**src/line_event_pkg.sv**
```systemverilog
package line_event_pkg;

    localparam int REG_ADDR_W = 5;
    localparam int REG_DATA_W = 8;

    // register offsets
    localparam logic [4:0] OFS_GLOBAL_CONFIGURATION = 5'h02;
    localparam logic [4:0] OFS_TRANSMIT_CONFIG_1 = 5'h06;
    localparam logic [4:0] OFS_INTERRUPT_MASK_LOW = 5'h14;
    localparam logic [4:0] OFS_INTERRUPT_MASK_HIGH = 5'h15;
    localparam logic [4:0] OFS_INTERRUPT_EDGE_SELECT = 5'h16;
    localparam logic [4:0] OFS_LINE_STATUS_LOW = 5'h17;
    localparam logic [4:0] OFS_LINE_STATUS_HIGH = 5'h18;
    localparam logic [4:0] OFS_INTERRUPT_PENDING_LOW = 5'h19;
    localparam logic [4:0] OFS_INTERRUPT_PENDING_HIGH = 5'h1a;

    // global_configuration fields
    localparam int GCF_INT_MODE_LSB = 0;
    localparam int GCF_LINE_STD_BIT = 2;
    localparam logic [7:0] GCF_WRITE_MASK = 8'h07;

    // transmit_config_1 fields
    localparam int TRANSMIT_CONFIG_1_DRIVER_MONITOR_DISABLE_BIT = 5;
    localparam int TRANSMIT_CONFIG_1_LINE_HIGH_Z_BIT = 4;
    localparam logic [7:0] TRANSMIT_CONFIG_1_WRITE_MASK = 8'h3f;

    // low group bit positions, shared by status, pending, edge select and mask
    localparam int SRC_SIGNAL_LOSS = 0;
    localparam int SRC_ALARM_INDICATION = 1;
    localparam int SRC_DRIVER_FAULT = 2;
    localparam int SRC_TX_CLOCK_LOSS = 3;
    localparam int SRC_PATTERN_SYNC = 4;
    localparam int SRC_LOOP_DEACTIVATE = 5;
    localparam int SRC_LOOP_ACTIVATE = 6;
    localparam int LOW_SOURCES = 7;

    // line_status_high field
    localparam int LINE_STATUS_HIGH_REMOTE_LOOP_BIT = 5;

    // interrupt pin modes
    localparam logic [1:0] INT_MODE_OPEN_DRAIN = 2'h0;
    localparam logic [1:0] INT_MODE_PUSH_PULL_LOW = 2'h1;
    localparam logic [1:0] INT_MODE_PUSH_PULL_HIGH = 2'h2;

    // reset values
    localparam logic [7:0] RST_GLOBAL_CONFIGURATION = 8'h00;
    localparam logic [7:0] RST_TRANSMIT_CONFIG_1 = 8'h00;
    localparam logic [7:0] RST_INTERRUPT_MASK = 8'hff;
    localparam logic [7:0] RST_INTERRUPT_EDGE_SELECT = 8'h00;

    // transmit clock loss: cycles of master clock without a tx clock edge
    localparam int TX_CLOCK_LOSS_CYCLES = 70;

endpackage

```
**src/status_edge_capture.sv**
```systemverilog
`timescale 1ns/1ps
`default_nettype none
module status_edge_capture
    import line_event_pkg::*;
#(
    parameter int WIDTH = 7
) (
    input wire logic ref_clk,
    input wire logic rst,
    input wire logic [WIDTH-1:0] state_in,
    input wire logic [WIDTH-1:0] edge_sel,
    output logic [WIDTH-1:0] event_out
);
    logic [WIDTH-1:0] prev_r;
    logic [WIDTH-1:0] prev_nxt;

    always_comb begin
        prev_nxt = state_in;
        // rising edge always counts, falling edge only when selected
        event_out = (state_in & ~prev_r) | (edge_sel & (state_in ^ prev_r));
    end

    always_ff @(posedge ref_clk or posedge rst) begin
        if (rst) begin
            prev_r <= '0;
        end else begin
            prev_r <= prev_nxt;
        end
    end
endmodule
`default_nettype wire

```
**src/tx_clock_watch.sv**
```systemverilog
`timescale 1ns/1ps
`default_nettype none
module tx_clock_watch
    import line_event_pkg::*;
#(
    parameter int LOSS_CYCLES = TX_CLOCK_LOSS_CYCLES
) (
    input wire logic ref_clk,
    input wire logic rst,
    input wire logic tx_clock,
    output logic tx_clock_loss_state
);
    localparam int CNT_W = $clog2(LOSS_CYCLES + 2);
    localparam logic [CNT_W-1:0] LIMIT = CNT_W'(LOSS_CYCLES);

    logic sync1_r;
    logic sync2_r;
    logic sync3_r;
    logic [CNT_W-1:0] cnt_r;
    logic [CNT_W-1:0] cnt_nxt;
    logic loss_r;
    logic loss_nxt;
    logic tx_edge;

    always_comb begin
        tx_edge = sync2_r ^ sync3_r;
        cnt_nxt = cnt_r;
        loss_nxt = loss_r;
        // timed in master clock cycles, never by the tx clock itself
        if (tx_edge) begin
            cnt_nxt = '0;
            loss_nxt = 1'b0;
        end else if (cnt_r <= LIMIT) begin
            cnt_nxt = cnt_r + 1'b1;
        end else begin
            loss_nxt = 1'b1;
        end
    end

    always_ff @(posedge ref_clk or posedge rst) begin
        if (rst) begin
            sync1_r <= 1'b0;
            sync2_r <= 1'b0;
            sync3_r <= 1'b0;
            cnt_r <= '0;
            loss_r <= 1'b0;
        end else begin
            sync1_r <= tx_clock;
            sync2_r <= sync1_r;
            sync3_r <= sync2_r;
            cnt_r <= cnt_nxt;
            loss_r <= loss_nxt;
        end
    end

    assign tx_clock_loss_state = loss_r;
endmodule
`default_nettype wire

```
**src/line_event_interrupt_unit.sv**
```systemverilog
// Summary of operation
// - config bit disables driver fault monitor; enabled faults show in driver fault state.
// - driver fault state transitions set its pending bit; mask gates the interrupt.
// - a short on the transmit line pair raises an interrupt.
// - hardware control mode keeps the driver fault monitor always enabled.
// - line outputs go high impedance while the master clock is absent.
// - tx clock missing over 70 cycles sets loss state; outputs tri-state unless remote loopback or pattern on master clock.
// - tx clock loss state clears once tx clock activity returns.
// - tx clock loss is timed by the master clock.
// - two-bit config field picks open-drain low, push-pull low or push-pull high.
// - all sources share one interrupt pin; active level means pending.
// - each event is captured in its own pending bit of two registers.
// - each source has its own mask bit in two mask registers.
// - edge select decides which status changes set the pending bit.
// - reading a pending register returns the pin inactive only when no unmasked pending bit remains; host reads acknowledge.
// - fifteen kinds of interrupt events are supported.
// - seven sources have status, pending, edge select and mask bits.
// - eight pulse sources have only pending and mask bits.
// - edge select 0 sets on rising only; 1 sets on any change.
// - reading a pending register clears its bits.
// - mask 0 lets a source through, mask 1 blocks it.
`timescale 1ns/1ps
`default_nettype none
module line_event_interrupt_unit
    import line_event_pkg::*;
(
    input wire logic ref_clk,
    input wire logic rst,
    input wire logic [REG_ADDR_W-1:0] reg_addr,
    input wire logic reg_wr,
    input wire logic [REG_DATA_W-1:0] reg_wdata,
    input wire logic reg_rd,
    output logic [REG_DATA_W-1:0] reg_rdata,
    input wire logic hw_control_mode,
    input wire logic master_clock_absent,
    input wire logic tx_clock,
    input wire logic driver_fault_pin,
    input wire logic remote_loopback,
    input wire logic pattern_on_master_clock,
    input wire logic signal_loss_state,
    input wire logic alarm_indication_state,
    input wire logic pattern_sync_state,
    input wire logic loop_activate_code_state,
    input wire logic loop_deactivate_code_state,
    input wire logic pattern_error_event,
    input wire logic code_violation_event,
    input wire logic excess_zero_event,
    input wire logic jitter_fifo_over_event,
    input wire logic jitter_fifo_under_event,
    input wire logic second_timer_event,
    input wire logic counter_overflow_event,
    input wire logic waveform_overflow_event,
    input wire logic tx_tip_data,
    input wire logic tx_ring_data,
    output logic line_out_tip,
    output logic line_out_ring,
    output logic line_out_oe,
    output logic int_pin_out,
    output logic int_pin_oe,
    output logic line_std_t1
);
    logic [7:0] gcf_r;
    logic [7:0] gcf_nxt;
    logic [7:0] transmit_config_1_r;
    logic [7:0] transmit_config_1_nxt;
    logic [7:0] mask_low_r;
    logic [7:0] mask_low_nxt;
    logic [7:0] mask_high_r;
    logic [7:0] mask_high_nxt;
    logic [7:0] edge_sel_r;
    logic [7:0] edge_sel_nxt;
    logic [7:0] pend_low_r;
    logic [7:0] pend_low_nxt;
    logic [7:0] pend_high_r;
    logic [7:0] pend_high_nxt;
    logic [7:0] rdata_r;
    logic [7:0] rdata_nxt;

    logic fault_sync1_r;
    logic fault_sync2_r;
    logic tip_r;
    logic ring_r;
    logic drive_r;
    logic drive_nxt;
    logic int_active_r;
    logic int_active_nxt;

    logic monitor_on;
    logic driver_fault_state;
    logic tx_clock_loss_state;
    logic [LOW_SOURCES-1:0] status_vec;
    logic [LOW_SOURCES-1:0] status_events;
    logic [7:0] status_low;
    logic [7:0] status_high;
    logic [7:0] pulse_events;

    // ---------------------------------------------------------------
    // driver failure monitor
    // ---------------------------------------------------------------
    always_comb begin
        monitor_on = hw_control_mode | ~transmit_config_1_r[TRANSMIT_CONFIG_1_DRIVER_MONITOR_DISABLE_BIT];
        // the fault pin covers a short on the line pair
        driver_fault_state = monitor_on & fault_sync2_r;
    end

    tx_clock_watch #(
        .LOSS_CYCLES(TX_CLOCK_LOSS_CYCLES)
    ) u_tx_clock_watch (
        .ref_clk(ref_clk),
        .rst(rst),
        .tx_clock(tx_clock),
        .tx_clock_loss_state(tx_clock_loss_state)
    );

    // ---------------------------------------------------------------
    // status vector and event capture
    // ---------------------------------------------------------------
    always_comb begin
        status_vec = '0;
        status_vec[SRC_SIGNAL_LOSS] = signal_loss_state;
        status_vec[SRC_ALARM_INDICATION] = alarm_indication_state;
        status_vec[SRC_DRIVER_FAULT] = driver_fault_state;
        status_vec[SRC_TX_CLOCK_LOSS] = tx_clock_loss_state;
        status_vec[SRC_PATTERN_SYNC] = pattern_sync_state;
        status_vec[SRC_LOOP_DEACTIVATE] = loop_deactivate_code_state;
        status_vec[SRC_LOOP_ACTIVATE] = loop_activate_code_state;
        status_low = {1'b0, status_vec};
        status_high = '0;
        status_high[LINE_STATUS_HIGH_REMOTE_LOOP_BIT] = remote_loopback;
        // bit order follows the high mask and pending registers
        pulse_events = {waveform_overflow_event,
                        jitter_fifo_over_event,
                        jitter_fifo_under_event,
                        pattern_error_event,
                        excess_zero_event,
                        code_violation_event,
                        second_timer_event,
                        counter_overflow_event};
    end

    status_edge_capture #(
        .WIDTH(LOW_SOURCES)
    ) u_status_edge_capture (
        .ref_clk(ref_clk),
        .rst(rst),
        .state_in(status_vec),
        .edge_sel(edge_sel_r[LOW_SOURCES-1:0]),
        .event_out(status_events)
    );

    // ---------------------------------------------------------------
    // register file
    // ---------------------------------------------------------------
    always_comb begin
        gcf_nxt = gcf_r;
        transmit_config_1_nxt = transmit_config_1_r;
        mask_low_nxt = mask_low_r;
        mask_high_nxt = mask_high_r;
        edge_sel_nxt = edge_sel_r;
        if (reg_wr) begin
            case (reg_addr)
                OFS_GLOBAL_CONFIGURATION: gcf_nxt = reg_wdata & GCF_WRITE_MASK;
                OFS_TRANSMIT_CONFIG_1: transmit_config_1_nxt = reg_wdata & TRANSMIT_CONFIG_1_WRITE_MASK;
                OFS_INTERRUPT_MASK_LOW: mask_low_nxt = {1'b0, reg_wdata[6:0]};
                OFS_INTERRUPT_MASK_HIGH: mask_high_nxt = reg_wdata;
                OFS_INTERRUPT_EDGE_SELECT: edge_sel_nxt = {1'b0, reg_wdata[6:0]};
                default: ;
            endcase
        end
    end

    // read-back; pending registers clear on the read that returns them
    always_comb begin
        rdata_nxt = rdata_r;
        pend_low_nxt = pend_low_r;
        pend_high_nxt = pend_high_r;
        if (reg_rd) begin
            case (reg_addr)
                OFS_GLOBAL_CONFIGURATION: rdata_nxt = gcf_r;
                OFS_TRANSMIT_CONFIG_1: rdata_nxt = transmit_config_1_r;
                OFS_INTERRUPT_MASK_LOW: rdata_nxt = mask_low_r;
                OFS_INTERRUPT_MASK_HIGH: rdata_nxt = mask_high_r;
                OFS_INTERRUPT_EDGE_SELECT: rdata_nxt = edge_sel_r;
                OFS_LINE_STATUS_LOW: rdata_nxt = status_low;
                OFS_LINE_STATUS_HIGH: rdata_nxt = status_high;
                OFS_INTERRUPT_PENDING_LOW: begin
                    rdata_nxt = pend_low_r;
                    pend_low_nxt = '0;
                end
                OFS_INTERRUPT_PENDING_HIGH: begin
                    rdata_nxt = pend_high_r;
                    pend_high_nxt = '0;
                end
                default: rdata_nxt = '0;
            endcase
        end
        // new events applied after the clear so none is lost on a read
        pend_low_nxt = pend_low_nxt | {1'b0, status_events};
        pend_high_nxt = pend_high_nxt | pulse_events;
    end

    // ---------------------------------------------------------------
    // interrupt pin and line driver enable
    // ---------------------------------------------------------------
    always_comb begin
        // mask 0 passes a source, any passed pending bit drives the pin
        int_active_nxt = |(pend_low_nxt & ~mask_low_nxt) | |(pend_high_nxt & ~mask_high_nxt);
        drive_nxt = ~transmit_config_1_r[TRANSMIT_CONFIG_1_LINE_HIGH_Z_BIT]
                    & ~(tx_clock_loss_state & ~remote_loopback & ~pattern_on_master_clock);
    end

    always_comb begin
        case (gcf_r[GCF_INT_MODE_LSB +: 2])
            INT_MODE_PUSH_PULL_LOW: begin
                int_pin_out = ~int_active_r;
                int_pin_oe = 1'b1;
            end
            INT_MODE_PUSH_PULL_HIGH: begin
                int_pin_out = int_active_r;
                int_pin_oe = 1'b1;
            end
            default: begin
                // open drain: pull low only while active, pull-up gives inactive
                int_pin_out = 1'b0;
                int_pin_oe = int_active_r;
            end
        endcase
    end

    // without a master clock no flop can move, so this gate stays combinational
    assign line_out_oe = drive_r & ~master_clock_absent;
    assign line_out_tip = tip_r;
    assign line_out_ring = ring_r;
    assign reg_rdata = rdata_r;
    assign line_std_t1 = gcf_r[GCF_LINE_STD_BIT];

    always_ff @(posedge ref_clk or posedge rst) begin
        if (rst) begin
            gcf_r <= RST_GLOBAL_CONFIGURATION;
            transmit_config_1_r <= RST_TRANSMIT_CONFIG_1;
            mask_low_r <= RST_INTERRUPT_MASK & 8'h7f;
            mask_high_r <= RST_INTERRUPT_MASK;
            edge_sel_r <= RST_INTERRUPT_EDGE_SELECT;
            pend_low_r <= '0;
            pend_high_r <= '0;
            rdata_r <= '0;
            int_active_r <= 1'b0;
            drive_r <= 1'b0;
            fault_sync1_r <= 1'b0;
            fault_sync2_r <= 1'b0;
            tip_r <= 1'b0;
            ring_r <= 1'b0;
        end else begin
            gcf_r <= gcf_nxt;
            transmit_config_1_r <= transmit_config_1_nxt;
            mask_low_r <= mask_low_nxt;
            mask_high_r <= mask_high_nxt;
            edge_sel_r <= edge_sel_nxt;
            pend_low_r <= pend_low_nxt;
            pend_high_r <= pend_high_nxt;
            rdata_r <= rdata_nxt;
            int_active_r <= int_active_nxt;
            drive_r <= drive_nxt;
            fault_sync1_r <= driver_fault_pin;
            fault_sync2_r <= fault_sync1_r;
            tip_r <= tx_tip_data;
            ring_r <= tx_ring_data;
        end
    end
endmodule
`default_nettype wire

```
**config.mk**
```make
export PLATFORM = sky130hd
export DESIGN_NAME = line_event_interrupt_unit
export DESIGN_NICKNAME = d
export VERILOG_FILES = /design/src/line_event_pkg.sv /design/src/status_edge_capture.sv /design/src/tx_clock_watch.sv /design/src/line_event_interrupt_unit.sv
export SDC_FILE = /design/constraint.sdc
export NUM_CORES = 1
export LEC_CHECK = 0
export ABC_AREA = 1
export BUFFER_PORTS_ARGS = -buffer_cell sky130_fd_sc_hd__buf_2
export CAP_MARGIN = 15
export CORE_ASPECT_RATIO = 0.6
export CORE_MARGIN = 2
export CORE_UTILIZATION = 55
export DETAILED_ROUTE_END_ITERATION = 6
export PLACE_DENSITY_LB_ADDON = 0.08
export SKIP_LAST_GASP = 1
export SYNTH_ARGS = -nofsm -noshare
export SYNTH_HDL_FRONTEND = slang
export SYNTH_HIERARCHICAL = 1
export SYNTH_SLANG_ARGS = --single-unit
```
**constraint.sdc**
```tcl
create_clock -name ref_clk -period 2.1 [get_ports ref_clk]
set_input_delay 0.315 -clock ref_clk [delete_from_list [all_inputs] [get_ports ref_clk]]
set_output_delay 0.315 -clock ref_clk [all_outputs]
set_load 0.1 [all_outputs]
```
== Yosys cells after proc, flatten, opt, wreduce, memory -nomap -nowiden ==
Index checks and enable logic that the tools add are counted.

* Add/subtract/negate cells: 1
* Reductions and logical operators: 7
* Mux-type cells: 15
* Equal/unequal tests: 12
* Bitwise logic cells: 26
* Magnitude comparators: 1

{| class="wikitable"
|+ Operators with widths
! operator !! count
|-
| $pmux 8 s9 || 1
|-
| $mux 8 || 8
|-
| $eq 5x5->1 const B || 7
|-
| $and 8x8->8 || 2
|-
| $not 8->8 || 2
|-
| $reduce_or 8->1 || 2
|-
| $and 7x7->7 || 2
|-
| $mux 7 || 2
|-
| $or 8x7->8 || 1
|-
| $or 8x8->8 || 1
|-
| $add 7x1->7 const B || 1
|-
| $le 7x7->1 const B || 1
|-
| $not 1->1 || 7
|-
| $not 7->7 || 1
|-
| $or 7x7->7 || 1
|-
| $xor 7x7->7 || 1
|-
| $reduce_and 2->1 || 3
|-
| $and 1x1->1 || 5
|-
| $eq 5x2->1 const B || 1
|-
| $eq 5x3->1 const B || 1
|-
| $mux 1 || 3
|-
| $eq 2x1->1 const B || 1
|-
| $eq 2x2->1 const B || 1
|-
| $ne 2x1->1 const B || 1
|-
| other kinds (5) || 6
|}

* Word-level logic and storage cells: 82
* Input bits: 38
* Flip-flop bits (word level): 80
* Output and inout bits: 14

== Longest topological paths before layout ==
Gate-level depths: netlist of run 1.

* Depth after elaboration: 10
* Depth in mapped cells: 14
* Depth with buffers taken out: 14

== Modules after synthesis ==
The synthesis of run 1 kept the hierarchy.

{| class="wikitable"
|+ By module, submodules not included
! module !! times used !! seq. area each (um2) !! area each (um2) !! cells an instance
|-
| line_event_interrupt_unit || 1 || 1570.3 || 3243.1 || 406
|-
| tx_clock_watch || 1 || 275.3 || 626.9 || 70
|-
| status_edge_capture || 1 || 175.2 || 397.9 || 50
|}

== Worst setup path before layout of run 1 ==
No wires, ideal clock.

* Path type: register to output
* Start point: reg drive_r
* End point: out line_out_oe
* Cell stages (with the launch flop): 3
* Path slack: 0.195 ns
* Arrival: 1.590 ns
* Path buffers: 0
* Path through: dfrtp_1 > inv_1 > nor2_1

* Cells in the longest elaborated chain, start to end: 1

{| class="wikitable"
|+ RTL lines
! what !! line !! source
|-
| start: declaration || line_event_interrupt_unit.sv:83 || <nowiki>logic drive_r;</nowiki>
|-
| start signal: assignment || line_event_interrupt_unit.sv:263 || <nowiki>drive_r <= drive_nxt;</nowiki>
|-
| $and 1x1->1 || line_event_interrupt_unit.sv:231 || <nowiki>assign line_out_oe = drive_r & ~master_clock_absent;</nowiki>
|-
| end: declaration || line_event_interrupt_unit.sv:57 || <nowiki>output logic line_out_oe,</nowiki>
|}

No other way between the ends.

== Worst setup path in the final report of run 1 ==
* Start point: reg gcf_r[0]
* End point: out int_pin_oe

* Cells in the longest elaborated chain, start to end: 3
* Elaborated cells between the ends (all ways): 4
* Those cells by class: eq/ne (2); mux (1); reduce/logical (1)

{| class="wikitable"
|+ RTL lines
! what !! line !! source
|-
| start: declaration || line_event_interrupt_unit.sv:62 || <nowiki>logic [7:0] gcf_r;</nowiki>
|-
| start signal: assignment || line_event_interrupt_unit.sv:254 || <nowiki>gcf_r <= gcf_nxt;</nowiki>
|-
| $eq 2x2->1 or $eq 2x1->1 (tied branches) || line_event_interrupt_unit.sv:213 || <nowiki>case (gcf_r[GCF_INT_MODE_LSB +: 2])</nowiki>
|-
| $reduce_or 2->1 (no line) (*) || n/a ||
|-
| $mux 1 (*) || line_event_interrupt_unit.sv:213 ||
|-
| end: declaration || line_event_interrupt_unit.sv:59 || <nowiki>output logic int_pin_oe,</nowiki>
|}

Mark *: on every way between the ends. The rest lies on a longest branch, timed or not.

==> impl_metrics.json, run 1 <==
{
  "status": "finished clean",
  "die_w_um": 118,
  "via_count": 3550,
  "antenna_found_initial": 0,
  "cts_resized": 0,
  "die_area_mm2": 0.00850,
  "avgRoutedWirePerCell_um": 15.3,
  "cap_violations": 0,
  "core_mm2": 0.00739,
  "cpPeakStageDelay_ps": 410,
  "yosysWarnings": 6,
  "clk_pin_slew_worst_paths_ps": 60,
  "p_per_area_mw_per_mm2": 861,
  "ys_async_sr_fraction_pct": 100,
  "first_global_vias": 3374,
  "drt_wl_total_um": 10600,
  "grt_overflow": 0,
  "cp.buffers_inverters": 2,
  "dr.pass1.iters": 5,
  "critPathKind": "flip-flop to output port",
  "cp.required_ps": 1780,
  "hold_path_class": "input pin to flip-flop",
  "crit_family": "buffers and inverters",
  "drc": 0,
  "cts_tree": "done",
  "holdBufCountCts": 1,
  "numCtsBuffers": 9,
  "postCtsSetupBuffers": 0,
  "hold_violations": 0,
  "n_fill_cell": 641,
  "synth_seq_cells": 80,
  "arrival_ps": 1550,
  "synth-edff-count": 0,
  "layout_commonest_cell": "nand2_1",
  "grt_usage_pct": 26.9,
  "crit_path_end_kind": "output port",
  "max_clock_freq_mhz": 535,
  "setup_viol_count_final": 0,
  "min_period_ps": 1870,
  "rsz0062_at_grt": "false",
  "final_max_slew_viol_count": 0,
  "viasPerCell": 5.12,
  "crit_fanout": 3,
  "drtIter0Drc": 259,
  "ctsLongestPathBuffers": 2,
  "critPathLaunchType": "flip-flop",
  "post-route-period-util_pct": 89.0,
  "htreeDepth": 3,
  "syn_area_mm2": 0.00427,
  "syn_to_final_growth_pct": 16.0,
  "fin_setup_tns_ps": 0,
  "clock_latency_ps": 340,
  "critPathSlowestCell": "buf_2",
  "yosysUniqueCellTypes": 38,
  "cts-root-buf": "clkbuf_16",
  "drt.antenna.violating_nets": 0,
  "ios": 52,
  "numClockSinks": 80,
  "p_leak_nw": 2.77,
  "grt_pass1_wl_um": 17300,
  "tightest_slew_ps": 632,
  "die_y_um": 72.2,
  "irDropWorstVdd_uv": 537,
  "drive_above_1_share_pct": 26.1,
  "n_antenna_cell": 0,
  "final_nets": 634,
  "portBuffers": 51,
  "dpl.hpwl_um": 7860,
  "crit_chain": "inv_1, ha_1, nand2_1, buf_2",
  "synth_fp_nets": 575,
  "netlist_instances": 526,
  "max-slew-margin-rel_pct": 57.7,
  "row_count": 24,
  "initial_core_util_pct": 57.8,
  "grt_max_degree": 58,
  "synth-main-ff-cell": "dfrtp_1",
  "fin_skew_ps": 7.77,
  "ys_seq_area_share_pct": 47.3,
  "holdWs_ps": 77.3,
  "syn_area_per_cell_um2": 8.11,
  "place.gp.congestion": 0.899,
  "final_cell_mix": "nand2_1 (165), inv_1 (92), dfrtp_1 (65)"
}
==> layer usage <==
layer  track usage, %  wire length (µm)  vias to the layer above  part of all wire, %
met3             6.84               882                       14                  8.3
met1             39.9              5040                     1678                   48
met5                0                 0                        -                    0
met2             39.3              4520                      138                   43
li1                 -                 -                     1720                    -
met4             8.17               163                        0                  1.5
==> report_power, final <==
group          switching [W]  internal (W)
Combinational       0.000589      0.000219
Clock               0.000623      0.000981
Sequential          0.000107       0.00174
Total                0.00132       0.00294
==> cells in the mapped netlist, drive strengths merged (2+ instances only) <==
cell type | number | area (µm²)
nand2 | 203 | 882
inv | 104 | 390
dfrtp | 65 | 1630
nand3 | 33 | 218
o21ai | 23 | 115
nor2 | 20 | 135
dfstp | 15 | 394
nand4 | 12 | 75.1
ha | 11 | 138
a22oi | 7 | 52.6
buf | 7 | 53.8
clkinv | 6 | 22.5
a21oi | 3 | 18.8
o21bai | 3 | 26.3
a211oi | 2 | 15.0
clkbuf | 2 | 17.5
o21a | 2 | 15.0
==> state kept, by name (all words and copies together), names as in the netlist, 3 cells and up <==
name                          count
mask_high_r                       8
mask_low_r                        8
pend_high_r                       8
pend_low_r                        8
reg_rdata                         8
edge_sel_r                        7
u_status_edge_capture/prev_r      7
u_tx_clock_watch/cnt_r            7
transmit_config_1_r               6
gcf_r                             3
==> layout make-up <==
class | instances | area, µm² | share of cell area, %
Clock buffer | 11 | 253 | 5.11
Clock inverter | 5 | 55.1 | 1.11
Inverter | 110 | 413 | 8.34
Multi-Input combinational cell | 327 | 1760 | 35.6
Sequential cell | 80 | 2020 | 40.8
Tap cell | 104 | 130 | 2.63
Timing Repair Buffer | 57 | 315 | 6.37
==> stage by stage <==
| step | instances | power [W] | setup slack (ps) | area (µm²) | util, % |
|---|---|---|---|---|---|
| after CTS | 694 | 0.00428 | 223 | 4950 | 67.0 |
| after detailed placement | 677 | 0.00267 | 271 | 4630 | 62.7 |
| final | 694 | 0.00426 | 232 | 4950 | 67.0 |
| after global routing | 694 | 0.00446 | 132 | 4950 | 67.0 |
| after floorplan | 526 | 0.00246 | 195 | 4270 | - |
| after global placement | 677 | 0.00265 | 291 | 4630 | 62.7 |
==> cells by family (layout without fill, tap and decap cells) <==
logic type	count (synthesis)	count (layout)	share of synthesized area [%]
compound gates	44	44	6.39
xor+xnor	2	2	0.586
fa+ha+maj	11	11	3.22
buf+inv	119	183	11.3
flops	80	80	47.3
simple gates	270	270	31.1
==> path summary, 6_finish.rpt <==
path / from / to / slack, ps / cells after the start
min: tx_clock / u_tx_clock_watch/sync1_r$_DFF_PP0_ / 80 / 1
max in group asynchronous: rst / mask_low_r[3]$_DFF_PP1_ / 1100 / 4
max: gcf_r[0]$_DFFE_PP0P_ / int_pin_oe / 230 / 4
max reg2reg: transmit_config_1_r[5]$_DFFE_PP0P_ / int_active_r$_DFF_PP0_ / 380 / 14
min in group asynchronous: rst / drive_r$_DFF_PP0_ / 420 / 3
min reg2reg: u_tx_clock_watch/sync1_r$_DFF_PP0_ / u_tx_clock_watch/sync2_r$_DFF_PP0_ / 350 / 0
Power figures use the tool's default switching activity.
==> run 2, diff against run 1 <==
- CORE_ASPECT_RATIO: 0.6 -> not set
==> run 2 against run 1 <==
Effect of this change: setup slack worse by 45 ps; global-route usage down 1.1 points; non-clock buffer count up 1; register-to-register slack better by 80 ps; first-iteration DRC count down 53%; clock skew up 0.75 ps; via count down 3.9%; wire length down 7.9%; critical endpoint unchanged; largest power group unchanged.
==> impl_metrics.json, run 2 (synthesized netlist as in run 1, its figures left out) <==
{
  "drive_above_1_share_pct": 26.1,
  "grt_usage_pct": 25.8,
  "arrival_ps": 1600,
  "pwr-share-seq_pct": 44.5,
  "postCtsSetupBuffers": 0,
  "irDropWorstVdd_uv": 477,
  "viasPerCell": 4.92,
  "clock_latency_ps": 360,
  "p_leak_nw": 2.75,
  "cts_resized": 0,
  "min_from": "tx_tip_data",
  "dpl.hpwl_um": 7130,
  "avgRoutedWirePerCell_um": 14.1,
  "post-route-period-util_pct": 91.1,
  "ctsLongestPathBuffers": 2,
  "antenna_found_initial": 0,
  "cp.required_ps": 1780,
  "final_area_mm2": 0.00492,
  "drt_wl_total_um": 9770,
  "p_per_area_mw_per_mm2": 842,
  "dpl_cell_area_mm2": 0.00464,
  "p_clk_share_pct": 36.4,
  "swShare_pct": 29.9,
  "core_mm2": 0.00761,
  "die_y_um": 92.1,
  "setup_viol_count_final": 0,
  "min_period_ps": 1910,
  "tightest_slew_ps": 586,
  "grt_overflow": 0,
  "htreeDepth": 3,
  "numClockSinks": 80,
  "row_count": 32,
  "holdBufCountCts": 1,
  "instances_no_fill": 693,
  "max_clock_freq_mhz": 523,
  "cap_violations": 0,
  "hold_violations": 0,
  "via_count": 3412,
  "syn_to_final_growth_pct": 15.2,
  "clk_pin_slew_worst_paths_ps": 80,
  "drt.antenna.violating_nets": 0,
  "die_w_um": 92.1,
  "drtIter0Drc": 123,
  "power.total_w": 0.00414,
  "layout_commonest_cell": "nand2_1",
  "holdWs_ps": 55.8,
  "die_area_mm2": 0.00848,
  "crit_fanout": 3,
  "placed_cells": 676,
  "status": "finished clean",
  "final_max_slew_viol_count": 0,
  "initial_core_util_pct": 56.1,
  "critPathLaunchType": "flip-flop",
  "fin_setup_tns_ps": 0,
  "dr.pass1.iters": 4,
  "grt_pass1_wl_um": 16600,
  "hold_path_class": "input pin to flip-flop",
  "final_cell_mix": "nand2_1 (165), inv_1 (92), dfrtp_1 (65)",
  "rr_startpoint": "transmit_config_1_r[5]$_DFFE_PP0P_",
  "p_sw_w": 0.00124,
  "critPathKind": "flip-flop to output port",
  "grt_max_degree": 63,
  "crit_path_end_kind": "output port",
  "worstSetupStartpoint": "gcf_r[0]$_DFFE_PP0P_",
  "ios": 52,
  "final_nets": 635,
  "fin_skew_ps": 8.51,
  "cts-root-buf": "clkbuf_8",
  "cts_tree": "done",
  "rsz0062_at_grt": "false",
  "first_global_vias": 3476,
  "numCtsBuffers": 9,
  "place.gp.congestion": 0.867,
  "drc": 0,
  "n_antenna_cell": 0,
  "portBuffers": 51,
  "n_fill_cell": 699,
  "max-slew-margin-rel_pct": 60.8,
  "p_comb_share_pct": 19.1,
  "p_int_w": 0.00290
}
[run 2: cell count changes in the layout (fill, tap and decap cells not counted)]
cell / previous run / this run
clkinv_2: 2 / 0
bufinv_16: 1 / 4
clkbuf_8: 2 / 10
clkbuf_1: 0 / 1
buf_4: 4 / 5
clkinvlp_4: 2 / 1
clkbuf_16: 9 / 0
[run 2: area by class of cell]
class | instances | area (µm²) | share of cell area (%)
flip-flops and latches | 80 | 2020 | 41.1
clock inverters | 5 | 128 | 2.60
clock buffers | 11 | 141 | 2.88
multi-input cells | 327 | 1760 | 35.9
well taps | 102 | 128 | 2.60
repair buffers | 58 | 323 | 6.57
inverters | 110 | 413 | 8.40
[run 2: final timing paths]
check                           cells after the start                                     to  slack (ps)
max in group asynchronous                           4                mask_low_r[4]$_DFF_PP1_        1180
worst min register to register                      0                fault_sync2_r$_DFF_PP0_         350
min in group asynchronous                           3  u_tx_clock_watch/cnt_r[2]$_DFFE_PP0P_         510
worst max register to register                     14                 int_active_r$_DFF_PP0_         460
worst max-delay path                                4                             int_pin_oe         190
worst min-delay path                                1                 line_out_tip$_DFF_PP0_          60
[run 2: worst max-delay path, stage by stage, from the launching register on]
cell and delay [ps]:
dfrtp_1 400, inv_1 70, ha_1 290, nand2_1 60, buf_2 410
[run 2: per-stage QoR]
step           worst slack (ps)  utilization [%]
2_1_floorplan               195                -
3_3_place_gp                322             61.0
3_5_place_dp                321             61.0
6_report                    187             64.6
5_1_grt                     110             64.6
4_1_cts                     185             64.6
[run 2: power groups by stage]
stage / clock network (W) / registers (W) / logic, W
floorplan: 0 / 0.00197 / 0.000489
global placement: 0 / 0.00186 / 0.000779
detailed placement: 0 / 0.00187 / 0.000793
CTS: 0.00153 / 0.00184 / 0.000798
global route: 0.00159 / 0.00186 / 0.000902
finish: 0.00151 / 0.00184 / 0.000791
[run 2: metal layers]
metal / up-vias / routed length, µm / global-route usage, %
met5: - / 0 / 0
met4: 0 / 172 / 8.96
met3: 13 / 593 / 5.18
met2: 89 / 4710 / 42.9
met1: 1583 / 4290 / 33.8
li1: 1727 / - / -
